--- config.mk ---
export PLATFORM = sky130hd
export DESIGN_NAME = bus_master_front
export DESIGN_NICKNAME = d
export VERILOG_FILES = /design/src/rtl/bus_master_pkg.sv /design/src/rtl/bus_master_front.sv
export SDC_FILE = /design/constraint.sdc
export NUM_CORES = 1
export LEC_CHECK = 0
export BUFFER_PORTS_ARGS = -buffer_cell sky130_fd_sc_hd__buf_2
export CAP_MARGIN = 10
export CORE_ASPECT_RATIO = 0.9
export CORE_MARGIN = 1
export CORE_UTILIZATION = 40
export DETAILED_ROUTE_END_ITERATION = 8
export PLACE_DENSITY_LB_ADDON = 0.05
export SLEW_MARGIN = 20
export SYNTH_ARGS = -nofsm -noshare
export SYNTH_HDL_FRONTEND = slang
export SYNTH_SLANG_ARGS = --single-unit
--- constraint.sdc ---
create_clock -name clk_i -period 1.9 [get_ports clk_i]
set_clock_uncertainty 0.1 [all_clocks]
set_input_delay 0.095 -clock clk_i [delete_from_list [all_inputs] [get_ports clk_i]]
set_output_delay 0.095 -clock clk_i [all_outputs]
set_load 0.02 [all_outputs]
--- src/rtl/bus_master_pkg.sv ---
// Constants, types and helpers shared by the bus master front end.
// Assumes a 100 MHz system clock from which the 10 MHz bus rate is derived.
package bus_master_pkg;

  // Clock rates and the divider that makes the bus-rate enable.
  localparam int SYS_CLK_MHZ = 100;
  localparam int BUS_CLK_MHZ = 10;
  localparam int TICK_DIV = SYS_CLK_MHZ / BUS_CLK_MHZ;
  localparam logic [3:0] TICK_LAST = 4'(TICK_DIV - 1);

  // Register map, byte addresses on the register bus.
  localparam logic [7:0] CTRL_OFS = 8'h00;
  localparam logic [7:0] STAT_OFS = 8'h04;

  // Control register fields and reset values.
  localparam int CTRL_ARB_EN_BIT = 0;
  localparam logic CTRL_ARB_EN_RST = 1'b1;
  localparam int CTRL_FAIR_FORCE_BIT = 1;
  localparam logic CTRL_FAIR_FORCE_RST = 1'b0;

  // Status register fields.
  localparam int STAT_STATE_LSB = 0;
  localparam int STAT_OWN_BIT = 2;
  localparam int STAT_EXC_BIT = 3;
  localparam int STAT_LANES_LSB = 4;
  localparam int STAT_FAIR_BIT = 8;
  localparam int STAT_WON_BIT = 9;

  // Level seen on the sense-only level line 3 when this adapter may win.
  localparam logic ARB_LEVEL_LINE3_WIN_LEVEL = 1'b1;

  typedef enum logic [1:0] {
    ST_IDLE,
    ST_REQ,
    ST_OWN
  } arb_state_t;

  // Contiguous lanes from the start lane, cut off at the word boundary.
  function automatic logic [3:0] lane_mask(input logic [1:0] addr, input logic [1:0] size);
    logic [7:0] run;
    run = {4'h0, 4'(4'hf >> (2'd3 - size))} << addr;
    return run[3:0];
  endfunction

endpackage

--- src/rtl/bus_master_front.sv ---
// Arbiter, byte-lane and exception front end of an expansion-bus master.
// Assumes all pin inputs are synchronous to clk_i; a board resolves the
// open-collector lines from the _oe_o outputs.
//
// What this block does
// - A low local bus request drives the shared preempt line low, open-collector.
// - A low local burst request becomes the burst request shown on the bus.
// - Fairness waits for an idle preempt line between tenures only while enabled.
// - Card select low marks the adapter selected; high resets arbitration state.
// - The adapter competes at the level given by the three programmed level inputs.
// - Level lines 0 to 2 are driven open-collector; line 3 is only sensed.
// - The arbitrate/grant input separates arbitration periods from grant periods.
// - Master enable goes low while the local master owns the bus.
// - The burst output goes low to mark an owned tenure as a burst.
// - The command strobe tells when a transfer is still carrying data.
// - Error reports are taken only while reporting is enabled and master active.
// - Once an error is reported the open-collector exception output goes low.
// - Four active-low lane enables mark the byte lanes placed on the bus.
// - The lane unit drives the bus one cycle behind master enable: from the cycle after it goes low until the cycle after it goes high.
// - High byte enable and address bits 0 and 1 serve 16 bit transfers.
// - Lane outputs follow local address bits 0 and 1 and the size inputs.
// - A low wide stream request means the slave wants 64 bit streaming.
// - Under a wide stream request all lane enables are driven high.
//
// Register access over Wishbone and the register addresses are this design's own decisions.
`timescale 1ns/1ps
`default_nettype none

module bus_master_front
  import bus_master_pkg::*;
(
  // System.
  input wire logic clk_i,
  input wire logic rst_i,
  // Local requests and configuration.
  input wire logic local_bus_req_n_i,
  input wire logic local_burst_req_n_i,
  input wire logic fairness_en_i,
  input wire logic card_select_n_i,
  input wire logic prog_level0_i,
  input wire logic prog_level1_i,
  input wire logic prog_level2_i,
  // Shared arbitration lines.
  input wire logic arbitrate_grant_i,
  input wire logic arb_level_line3_i,
  input wire logic arb_level_line2_i,
  input wire logic arb_level_line1_i,
  input wire logic arb_level_line0_i,
  output logic arb_level_line2_o,
  output logic arb_level_line1_o,
  output logic arb_level_line0_o,
  output logic arb_level_line2_oe_o,
  output logic arb_level_line1_oe_o,
  output logic arb_level_line0_oe_o,
  input wire logic preempt_n_i,
  output logic preempt_n_o,
  output logic preempt_oe_o,
  input wire logic cmd_n_i,
  output logic master_own_n_o,
  output logic burst_n_o,
  // Byte lanes and exceptions.
  input wire logic local_addr_bit0_i,
  input wire logic local_addr_bit1_i,
  input wire logic xfer_size_bit0_i,
  input wire logic xfer_size_bit1_i,
  input wire logic wide_stream_req_n_i,
  input wire logic channel_error_n_i,
  input wire logic error_report_en_n_i,
  output logic exception_n_o,
  output logic exception_oe_o,
  output logic high_byte_en_n_o,
  output logic bus_addr_bit0_o,
  output logic bus_addr_bit1_o,
  output logic lane0_en_n_o,
  output logic lane1_en_n_o,
  output logic lane2_en_n_o,
  output logic lane3_en_n_o,
  // Register bus.
  input wire logic wb_cyc_i,
  input wire logic wb_stb_i,
  input wire logic wb_we_i,
  input wire logic [7:0] wb_adr_i,
  input wire logic [3:0] wb_sel_i,
  input wire logic [31:0] wb_dat_i,
  output logic [31:0] wb_dat_o,
  output logic wb_ack_o
);

  ////////////////////////////////////////////////////////////////////////////

  arb_state_t state_reg, state_next;
  logic [3:0] div_reg, div_next;
  logic tick_reg, tick_next;
  logic won_reg, won_next;
  logic fair_hold_reg, fair_hold_next;
  logic [2:0] arb_oe_reg, arb_oe_next;
  logic preempt_oe_reg, preempt_oe_next;
  logic own_n_reg, own_n_next;
  logic burst_n_reg, burst_n_next;
  logic [3:0] lanes_n_reg, lanes_n_next;
  logic hbe_n_reg, hbe_n_next;
  logic [1:0] addr_reg, addr_next;
  logic exc_reg, exc_next;
  logic zero_reg;
  logic arb_en_reg, arb_en_next;
  logic fair_force_reg, fair_force_next;
  logic ack_reg, ack_next;
  logic [31:0] rdat_reg, rdat_next;
  logic [2:0] level;
  logic [3:0] sensed;
  logic [1:0] laddr;
  logic [1:0] lsize;
  logic [3:0] mask;
  logic fair_on;
  logic done;

  assign level = {prog_level2_i, prog_level1_i, prog_level0_i};
  assign sensed = {arb_level_line3_i, arb_level_line2_i, arb_level_line1_i, arb_level_line0_i};
  assign laddr = {local_addr_bit1_i, local_addr_bit0_i};
  assign lsize = {xfer_size_bit1_i, xfer_size_bit0_i};
  assign mask = lane_mask(laddr, lsize);
  assign fair_on = fairness_en_i | fair_force_reg;
  // Apart from a card deselect, a tenure may only end between transfers, never with data on the bus.
  assign done = cmd_n_i;

  ////////////////////////////////////////////////////////////////////////////

  // Arbiter and lane unit. The arbiter moves only on the bus-rate enable,
  // so decisions match what a 10 MHz part would have seen.
  always_comb begin
    div_next = (div_reg == TICK_LAST) ? 4'h0 : div_reg + 4'h1;
    tick_next = (div_reg == TICK_LAST);
    state_next = state_reg;
    won_next = won_reg;
    fair_hold_next = fair_hold_reg;
    if (tick_reg) begin
      unique case (state_reg)
        ST_IDLE: begin
          won_next = 1'b0;
          // The hold lasts until some tick sees nobody asking for the bus.
          if (preempt_n_i) begin
            fair_hold_next = 1'b0;
          end
          if (!card_select_n_i && arb_en_reg && !local_bus_req_n_i && !fair_hold_reg) begin
            state_next = ST_REQ;
          end
        end
        ST_REQ: begin
          if (local_bus_req_n_i) begin
            state_next = ST_IDLE;
          end else if (arbitrate_grant_i) begin
            won_next = (sensed == {ARB_LEVEL_LINE3_WIN_LEVEL, level});
          end else if (won_reg) begin
            state_next = ST_OWN;
          end
        end
        ST_OWN: begin
          if ((local_bus_req_n_i || arbitrate_grant_i) && done) begin
            state_next = ST_IDLE;
            fair_hold_next = fair_on;
          end
        end
        default: state_next = ST_IDLE;
      endcase
      if (card_select_n_i) begin
        state_next = ST_IDLE;
        won_next = 1'b0;
        fair_hold_next = 1'b0;
      end
    end
    // Pulling a line low shows a zero bit of our level; ones are left to float.
    arb_oe_next = (state_next == ST_REQ && arbitrate_grant_i) ? ~level : 3'h0;
    preempt_oe_next = (state_next == ST_REQ);
    own_n_next = (state_next != ST_OWN);
    burst_n_next = !(state_next == ST_OWN && !local_burst_req_n_i);
    if (!own_n_reg) begin
      // Wide streaming carries data on the address lines too, so no lane is marked.
      lanes_n_next = !wide_stream_req_n_i ? 4'hf : ~mask;
      hbe_n_next = !(mask[1] | mask[3]);
      addr_next = laddr;
    end else begin
      lanes_n_next = 4'hf;
      hbe_n_next = 1'b1;
      addr_next = 2'h0;
    end
    // The enable pulse clears; a report needs the enable low, so an error during the pulse is lost.
    if (error_report_en_n_i) begin
      exc_next = 1'b0;
    end else begin
      exc_next = exc_reg | (!own_n_reg && !channel_error_n_i);
    end
  end

  always_ff @(posedge clk_i) begin
    if (rst_i) begin
      state_reg <= ST_IDLE;
      div_reg <= 4'h0;
      tick_reg <= 1'b0;
      won_reg <= 1'b0;
      fair_hold_reg <= 1'b0;
      arb_oe_reg <= 3'h0;
      preempt_oe_reg <= 1'b0;
      own_n_reg <= 1'b1;
      burst_n_reg <= 1'b1;
      lanes_n_reg <= 4'hf;
      hbe_n_reg <= 1'b1;
      addr_reg <= 2'h0;
      exc_reg <= 1'b0;
      zero_reg <= 1'b0;
    end else begin
      state_reg <= state_next;
      div_reg <= div_next;
      tick_reg <= tick_next;
      won_reg <= won_next;
      fair_hold_reg <= fair_hold_next;
      arb_oe_reg <= arb_oe_next;
      preempt_oe_reg <= preempt_oe_next;
      own_n_reg <= own_n_next;
      burst_n_reg <= burst_n_next;
      lanes_n_reg <= lanes_n_next;
      hbe_n_reg <= hbe_n_next;
      addr_reg <= addr_next;
      exc_reg <= exc_next;
      zero_reg <= 1'b0;
    end
  end

  ////////////////////////////////////////////////////////////////////////////

  // Register bus slave. Every access is answered one cycle after the strobe;
  // unmapped addresses read zero and ignore writes.
  always_comb begin
    arb_en_next = arb_en_reg;
    fair_force_next = fair_force_reg;
    ack_next = 1'b0;
    rdat_next = rdat_reg;
    if (wb_cyc_i && wb_stb_i && !ack_reg) begin
      ack_next = 1'b1;
      rdat_next = 32'h0;
      if (wb_we_i && wb_sel_i[0] && wb_adr_i == CTRL_OFS) begin
        arb_en_next = wb_dat_i[CTRL_ARB_EN_BIT];
        fair_force_next = wb_dat_i[CTRL_FAIR_FORCE_BIT];
      end
      if (!wb_we_i && wb_adr_i == CTRL_OFS) begin
        rdat_next[CTRL_ARB_EN_BIT] = arb_en_reg;
        rdat_next[CTRL_FAIR_FORCE_BIT] = fair_force_reg;
      end
      if (!wb_we_i && wb_adr_i == STAT_OFS) begin
        rdat_next[STAT_STATE_LSB +: 2] = state_reg;
        rdat_next[STAT_OWN_BIT] = !own_n_reg;
        rdat_next[STAT_EXC_BIT] = exc_reg;
        rdat_next[STAT_LANES_LSB +: 4] = ~lanes_n_reg;
        rdat_next[STAT_FAIR_BIT] = fair_hold_reg;
        rdat_next[STAT_WON_BIT] = won_reg;
      end
    end
  end

  always_ff @(posedge clk_i) begin
    if (rst_i) begin
      arb_en_reg <= CTRL_ARB_EN_RST;
      fair_force_reg <= CTRL_FAIR_FORCE_RST;
      ack_reg <= 1'b0;
      rdat_reg <= 32'h0;
    end else begin
      arb_en_reg <= arb_en_next;
      fair_force_reg <= fair_force_next;
      ack_reg <= ack_next;
      rdat_reg <= rdat_next;
    end
  end

  ////////////////////////////////////////////////////////////////////////////

  assign arb_level_line2_o = zero_reg;
  assign arb_level_line1_o = zero_reg;
  assign arb_level_line0_o = zero_reg;
  assign arb_level_line2_oe_o = arb_oe_reg[2];
  assign arb_level_line1_oe_o = arb_oe_reg[1];
  assign arb_level_line0_oe_o = arb_oe_reg[0];
  assign preempt_n_o = zero_reg;
  assign preempt_oe_o = preempt_oe_reg;
  assign master_own_n_o = own_n_reg;
  assign burst_n_o = burst_n_reg;
  assign exception_n_o = zero_reg;
  assign exception_oe_o = exc_reg;
  assign high_byte_en_n_o = hbe_n_reg;
  assign bus_addr_bit0_o = addr_reg[0];
  assign bus_addr_bit1_o = addr_reg[1];
  assign lane0_en_n_o = lanes_n_reg[0];
  assign lane1_en_n_o = lanes_n_reg[1];
  assign lane2_en_n_o = lanes_n_reg[2];
  assign lane3_en_n_o = lanes_n_reg[3];
  assign wb_ack_o = ack_reg;
  assign wb_dat_o = rdat_reg;
endmodule

`default_nettype wire

# Yosys cells after proc, flatten, opt, wreduce, memory -nomap -nowiden
# Cells that the tools add are included.
[op_classes]
n_addsub = 2
eq_ne = 12
n_shift = 2
mux = 19
bitwise = 8
n_reduce_logical = 36
[op_table]
columns = ["op", "n"]
rows = [
  ["2-to-1 mux 2 bit", 8],
  ["logical AND 1 bit", 13],
  ["!= test 3 bit (second input constant)", 4],
  ["logical NOT 1 bit", 10],
  ["2-to-1 mux 10 bit", 1],
  ["equality test 8 x 3 -> 1 bit (second input constant)", 1],
  ["logical NOT 8 bit", 1],
  ["inverter 4 bit", 2],
  ["AND reduction 4 bit", 2],
  ["OR reduction 2 bit", 4],
  ["2-to-1 mux 1 bit", 7],
  ["one-hot mux 2 bit (3 select lines)", 1],
  ["nonzero test 3 bit", 2],
  ["adder 4 x 1 -> 4 bit (second input constant)", 1],
  ["equality test 2 x 1 -> 1 bit (second input constant)", 2],
  ["equality test 2 bit (second input constant)", 2],
  ["equality test 4 bit", 1],
  ["equality test 4 bit (second input constant)", 1],
  ["one-hot mux 1 bit (2 select lines)", 2],
  ["<< shifter 4 x 2 -> 4 bit", 1],
  [">> shifter 4 x 2 -> 4 bit (first input constant)", 1],
  ["inverter 3 bit", 1],
  ["OR 1 bit", 3],
  ["OR reduction 3 bit", 1],
  ["other kinds (6)", 7],
]
[word_totals]
ff_bits = 36
in_bits = 70
output_inout_bits = 52
elab_cells = 96

# Logic depth before layout (Yosys ltp)
[depth]
depth_word = 12
mapped_depth = 6
depth_no_buf = 6

# Worst setup path before layout
# OpenSTA, ideal clock, no wires.
[synth_path]
kind = "register to register"
startpoint = "register state_reg[1]"
endpoint = "register arb_oe_reg[0]"
arrival_ns = 1.449
slack_ns = 0.259
path_stages_with_launch = 5
path_cell_list = "dfxtp_1 buf_6 or4b_1 o32a_1 nor4_1"
[synth_via]
elab_chain_len = 10
[synth_rtl]
columns = ["item", "line", "text"]
rows = [
  ["start, declared", "bus_master_front.sv:91", "arb_state_t state_reg, state_next;"],
  ["start signal, assigned", "bus_master_front.sv:211", "state_reg <= state_next;"],
  ["2-to-1 mux 2 bit", "bus_master_front.sv:153", "end else if (won_reg) begin"],
  ["2-to-1 mux 2 bit", "bus_master_front.sv:151", "end else if (arbitrate_grant_i) begin"],
  ["2-to-1 mux 2 bit", "bus_master_front.sv:149", "if (local_bus_req_n_i) begin"],
  ["one-hot mux 2 bit (3 select lines)", "bus_master_front.sv:137", "unique case (state_reg)"],
  ["2-to-1 mux 2 bit", "bus_master_front.sv:165", "if (card_select_n_i) begin"],
  ["2-to-1 mux 2 bit *", "bus_master_front.sv:136", "if (tick_reg) begin"],
  ["equality test 2 x 1 -> 1 bit *", "bus_master_front.sv:172", "arb_oe_next = (state_next == ST_REQ && arbitrate_grant_i) ? ~level : 3'h0;"],
  ["logical AND 1 bit *", "bus_master_front.sv:172", ""],
  ["inverter 1 bit (no line) *", "n/a", ""],
  ["OR reduction 2 bit (no line) *", "n/a", ""],
  ["end signal, assigned", "bus_master_front.sv:216", "arb_oe_reg <= arb_oe_next;"],
  ["end, declared", "bus_master_front.sv:96", "logic [2:0] arb_oe_reg, arb_oe_next;"],
]
# Mark *: on every way between the ends. The rest lies on a longest branch, timed or not.
# A chain may end at the register's enable or synchronous reset.

# Final worst setup path
[layout_path]
startpoint = "input port rst_i"
endpoint = "register lanes_n_reg[0]"
[layout_via]
elab_chain_len = 1
[layout_rtl]
columns = ["item", "line", "text"]
rows = [
  ["start, declared", "bus_master_front.sv:34", "input wire logic rst_i,"],
  ["OR reduction 3 bit (no line)", "n/a", ""],
  ["end signal, assigned", "bus_master_front.sv:220", "lanes_n_reg <= lanes_n_next;"],
  ["end, declared", "bus_master_front.sv:100", "logic [3:0] lanes_n_reg, lanes_n_next;"],
]
# No other way between the ends.

==> reports/results.ini <==
[min_path]
hold_class = in2reg
worstHoldStart = xfer_size_bit1_i

[setup_path]
critical_path_buf_inv_count = 3
worstSetupPathType = in2reg
required_ns = 1.97
critPathArrivalTime_ns = 1.86
cpPeakStageDelay_ns = 0.56
crit_path_end_kind = flop
startpoint_type = input port
r2r-start = state_reg[1]$_SDFF_PP0_
path_cells = dlygate4sd3_1 > buf_2 > nor2_2 > nand2_1 > or3_1 > dlygate4sd3_1
startpoint = rst_i
slowest_stage = dlygate4sd3_1
cpMostUsedCell = dlygate4sd3_1
crit_fanout = 4
path_delay_family = buffers and inverters

[grt]
antenna_found_initial = 0
gr-usage-all-layers_pct = 16.9
grt_pass1_wl_um = 5960
first_global_vias = 1354
grt_max_degree = 30
overflow = 0

[cells_and_area]
fin_cells = 316
drive_above_1_share_pct = 28.7
synthToLayoutAreaGrowth_pct = 29.6
final_common_cell = buf_2
nFillCells = 388
diodes = 0
mostFrequentLayoutCells = buf_2 (61), dfxtp_1 (36), conb_1 (27), nor2_1 (22), dlygate4sd3_1 (15)
largest_register_ff_count = 10
nNetsFinal = 339

[synthesis]
netlist_area_um2 = 1700
syn_avg_cell_area_um2 = 9.10
ys_seq_area_share_pct = 42.4
synth-edff-count = 0
ys_ff_latch = 36
ys_warn_count = 0
synth-async-reset-ratio_pct = 0
syn_inst = 187
dominantRegCellSynth = dfxtp_1
ys_types = 47

[cts]
path_clk_slew_ns = 0.07
cts.sinks = 36
htree_levels = 2
insertion_delay_ns = 0.29
cts_tree = built
cts_setup_buffers = 0
cts_made_buffers = 5
clock_path_buffers = 2
cts_root_buffer = clkbuf_8

[placement]
dp_hpwl_um = 2570
port_buffers = 61
gp_congestion = 0.742
placed_cells = 293
place_ws_ns = 0.157

[detailed_routing]
antenna_left = 0
drc = 14
routed_wl_um = 3590
routedWlPerCell_um = 11.4
viasPerCell = 4.87
firstDrtPassIters = 6
drt-initial-drc-count = 66
num_vias = 1540

[power_and_ir_drop]
ir_worst_vdd_mv = 0.437
power.internal_mw = 1.12
p_sw_share_pct = 25.4
power_frac_seq_pct = 51.0
power.density_nw_per_um2 = 684
power_frac_clock_pct = 36.7
p_comb_share_pct = 12.3
power.switching_mw = 0.384
leakage_nw = 0.973

[sta]
timing.final.crit_share_pct = 94.5
slew_viol_final = 0
postLayoutSetupSlackWorst_ns = 0.105
setup_violations = 0
hold_viol = 0
worst_slew_margin_rel_pct = 62.8
rsz0062_at_grt = false
worstMarginPinSlew_ns = 0.558
period_minus_slack_ns = 1.79
final.setup.tns_ns = 0
max_freq_mhz = 557

[floorplan]
rows = 22
num_io_pins = 122
die_y_um = 63.9
start_util_pct = 41.8
design.die.area_um2 = 4520
dieWidth_um = 70.8
core_region_area_um2 = 4070

[status]
status = finished with violations
failed_checks = DRC

[flow_run]
maxCapViolCount = 0

## area by class of cell
class / count / area (µm²) / share of cell area, %
Multi-Input combinational cell: 140 / 832 / 37.7
Sequential cell: 36 / 721 / 32.7
Timing Repair Buffer: 80 / 485 / 22.0
Clock buffer: 6 / 82.6 / 3.74
Tap cell: 48 / 60.1 / 2.72
Inverter: 4 / 15.0 / 0.681
Clock inverter: 2 / 10.0 / 0.454
## tightest hold or removal path, delay by kind of cell
family / cells / cell delay, ns
AO/OA/AOI/OAI: 2 / 0.17
buffers and inverters: 1 / 0.11
## routing by layer
metal	up-vias	GRT usage, %	wire length (µm)
li1	770	-	-
met3	8	4.42	213
met4	0	8.25	61
met2	57	28.2	1640
met5	-	0	0
met1	705	20.1	1670
## power by group through the flow
| stage | Clock, mW | Sequential (mW) | Combinational (mW) |
|---|---|---|---|
| 3_3_place_gp | 0 | 0.788 | 0.163 |
| 3_5_place_dp | 0 | 0.788 | 0.164 |
| 2_1_floorplan | 0 | 0.791 | 0.139 |
| 4_1_cts | 0.576 | 0.770 | 0.184 |
| 5_1_grt | 0.605 | 0.771 | 0.205 |
| 6_report | 0.553 | 0.770 | 0.185 |
## worst paths after layout
| path | endpoint | slack [ns] | depth (start not counted) |
|---|---|---|---|
| hold reg to reg | wb_dat_o[5]$_SDFFE_PP0P_ | 0.39 | 2 |
| setup / recovery | lanes_n_reg[0]$_SDFF_PP1_ | 0.11 | 6 |
| setup reg to reg | arb_oe_reg[0]$_SDFF_PP0_ | 0.15 | 3 |
| hold / removal | lanes_n_reg[3]$_SDFF_PP1_ | 0.02 | 3 |
## cells by family (layout without fill, tap and decap cells)
logic type / after synthesis / after routing / synth area share (%)
and+or+nand+nor: 77 / 77 / 25.7
AOI/OAI and AO/OA: 28 / 28 / 12.3
DFF: 36 / 36 / 42.4
xor gates and xnor gates: 4 / 4 / 2.06
muxes: 2 / 2 / 1.25
other: 1 / 27 / 0.220
adders and majority gates: 2 / 2 / 1.47
buffers and inverters: 37 / 92 / 14.6
## cell usage after synthesis (all sizes together), types with 3 or more instances
| master | n | area share (%) |
|---|---|---|
| dfxtp | 36 | 42 |
| buf | 30 | 13 |
| nor2 | 23 | 5.1 |
| nor3 | 9 | 2.6 |
| nand2 | 7 | 1.5 |
| nor4 | 6 | 3.1 |
| a21oi | 5 | 1.5 |
| a2bb2oi | 5 | 2.6 |
| nor3b | 5 | 2.2 |
| inv | 4 | 0.88 |
| nand2b | 4 | 1.5 |
| a22oi | 3 | 1.3 |
| and2 | 3 | 1.1 |
| clkbuf | 3 | 0.66 |
| nor2b | 3 | 1.1 |
| or4 | 3 | 1.3 |
| xnor2 | 3 | 1.5 |
## through the flow
| stage | utilization [%] | total power, mW | hold WS, ns | instance area, µm² |
|---|---|---|---|---|
| floorplan | - | 0.930 | 0.0718 | 1800 |
| global placement | 48.1 | 0.951 | 0.157 | 1960 |
| detailed placement | 48.1 | 0.951 | 0.158 | 1960 |
| CTS | 54.1 | 1.53 | 0.0215 | 2200 |
| global route | 54.1 | 1.58 | 0.0389 | 2210 |
| finish | 54.1 | 1.51 | 0.0228 | 2210 |
## repair_timing
| item | 4_1_cts | 5_1_grt |
|---|---|---|
| gates resized for setup | 0 | 1 |
| endpoints found under the setup margin | 0 | 1 |
| hold buffers | 15 | 0 |
| hold endpoints to repair | 13 | 0 |
Note: power is estimated with default switching activity, not from simulation.
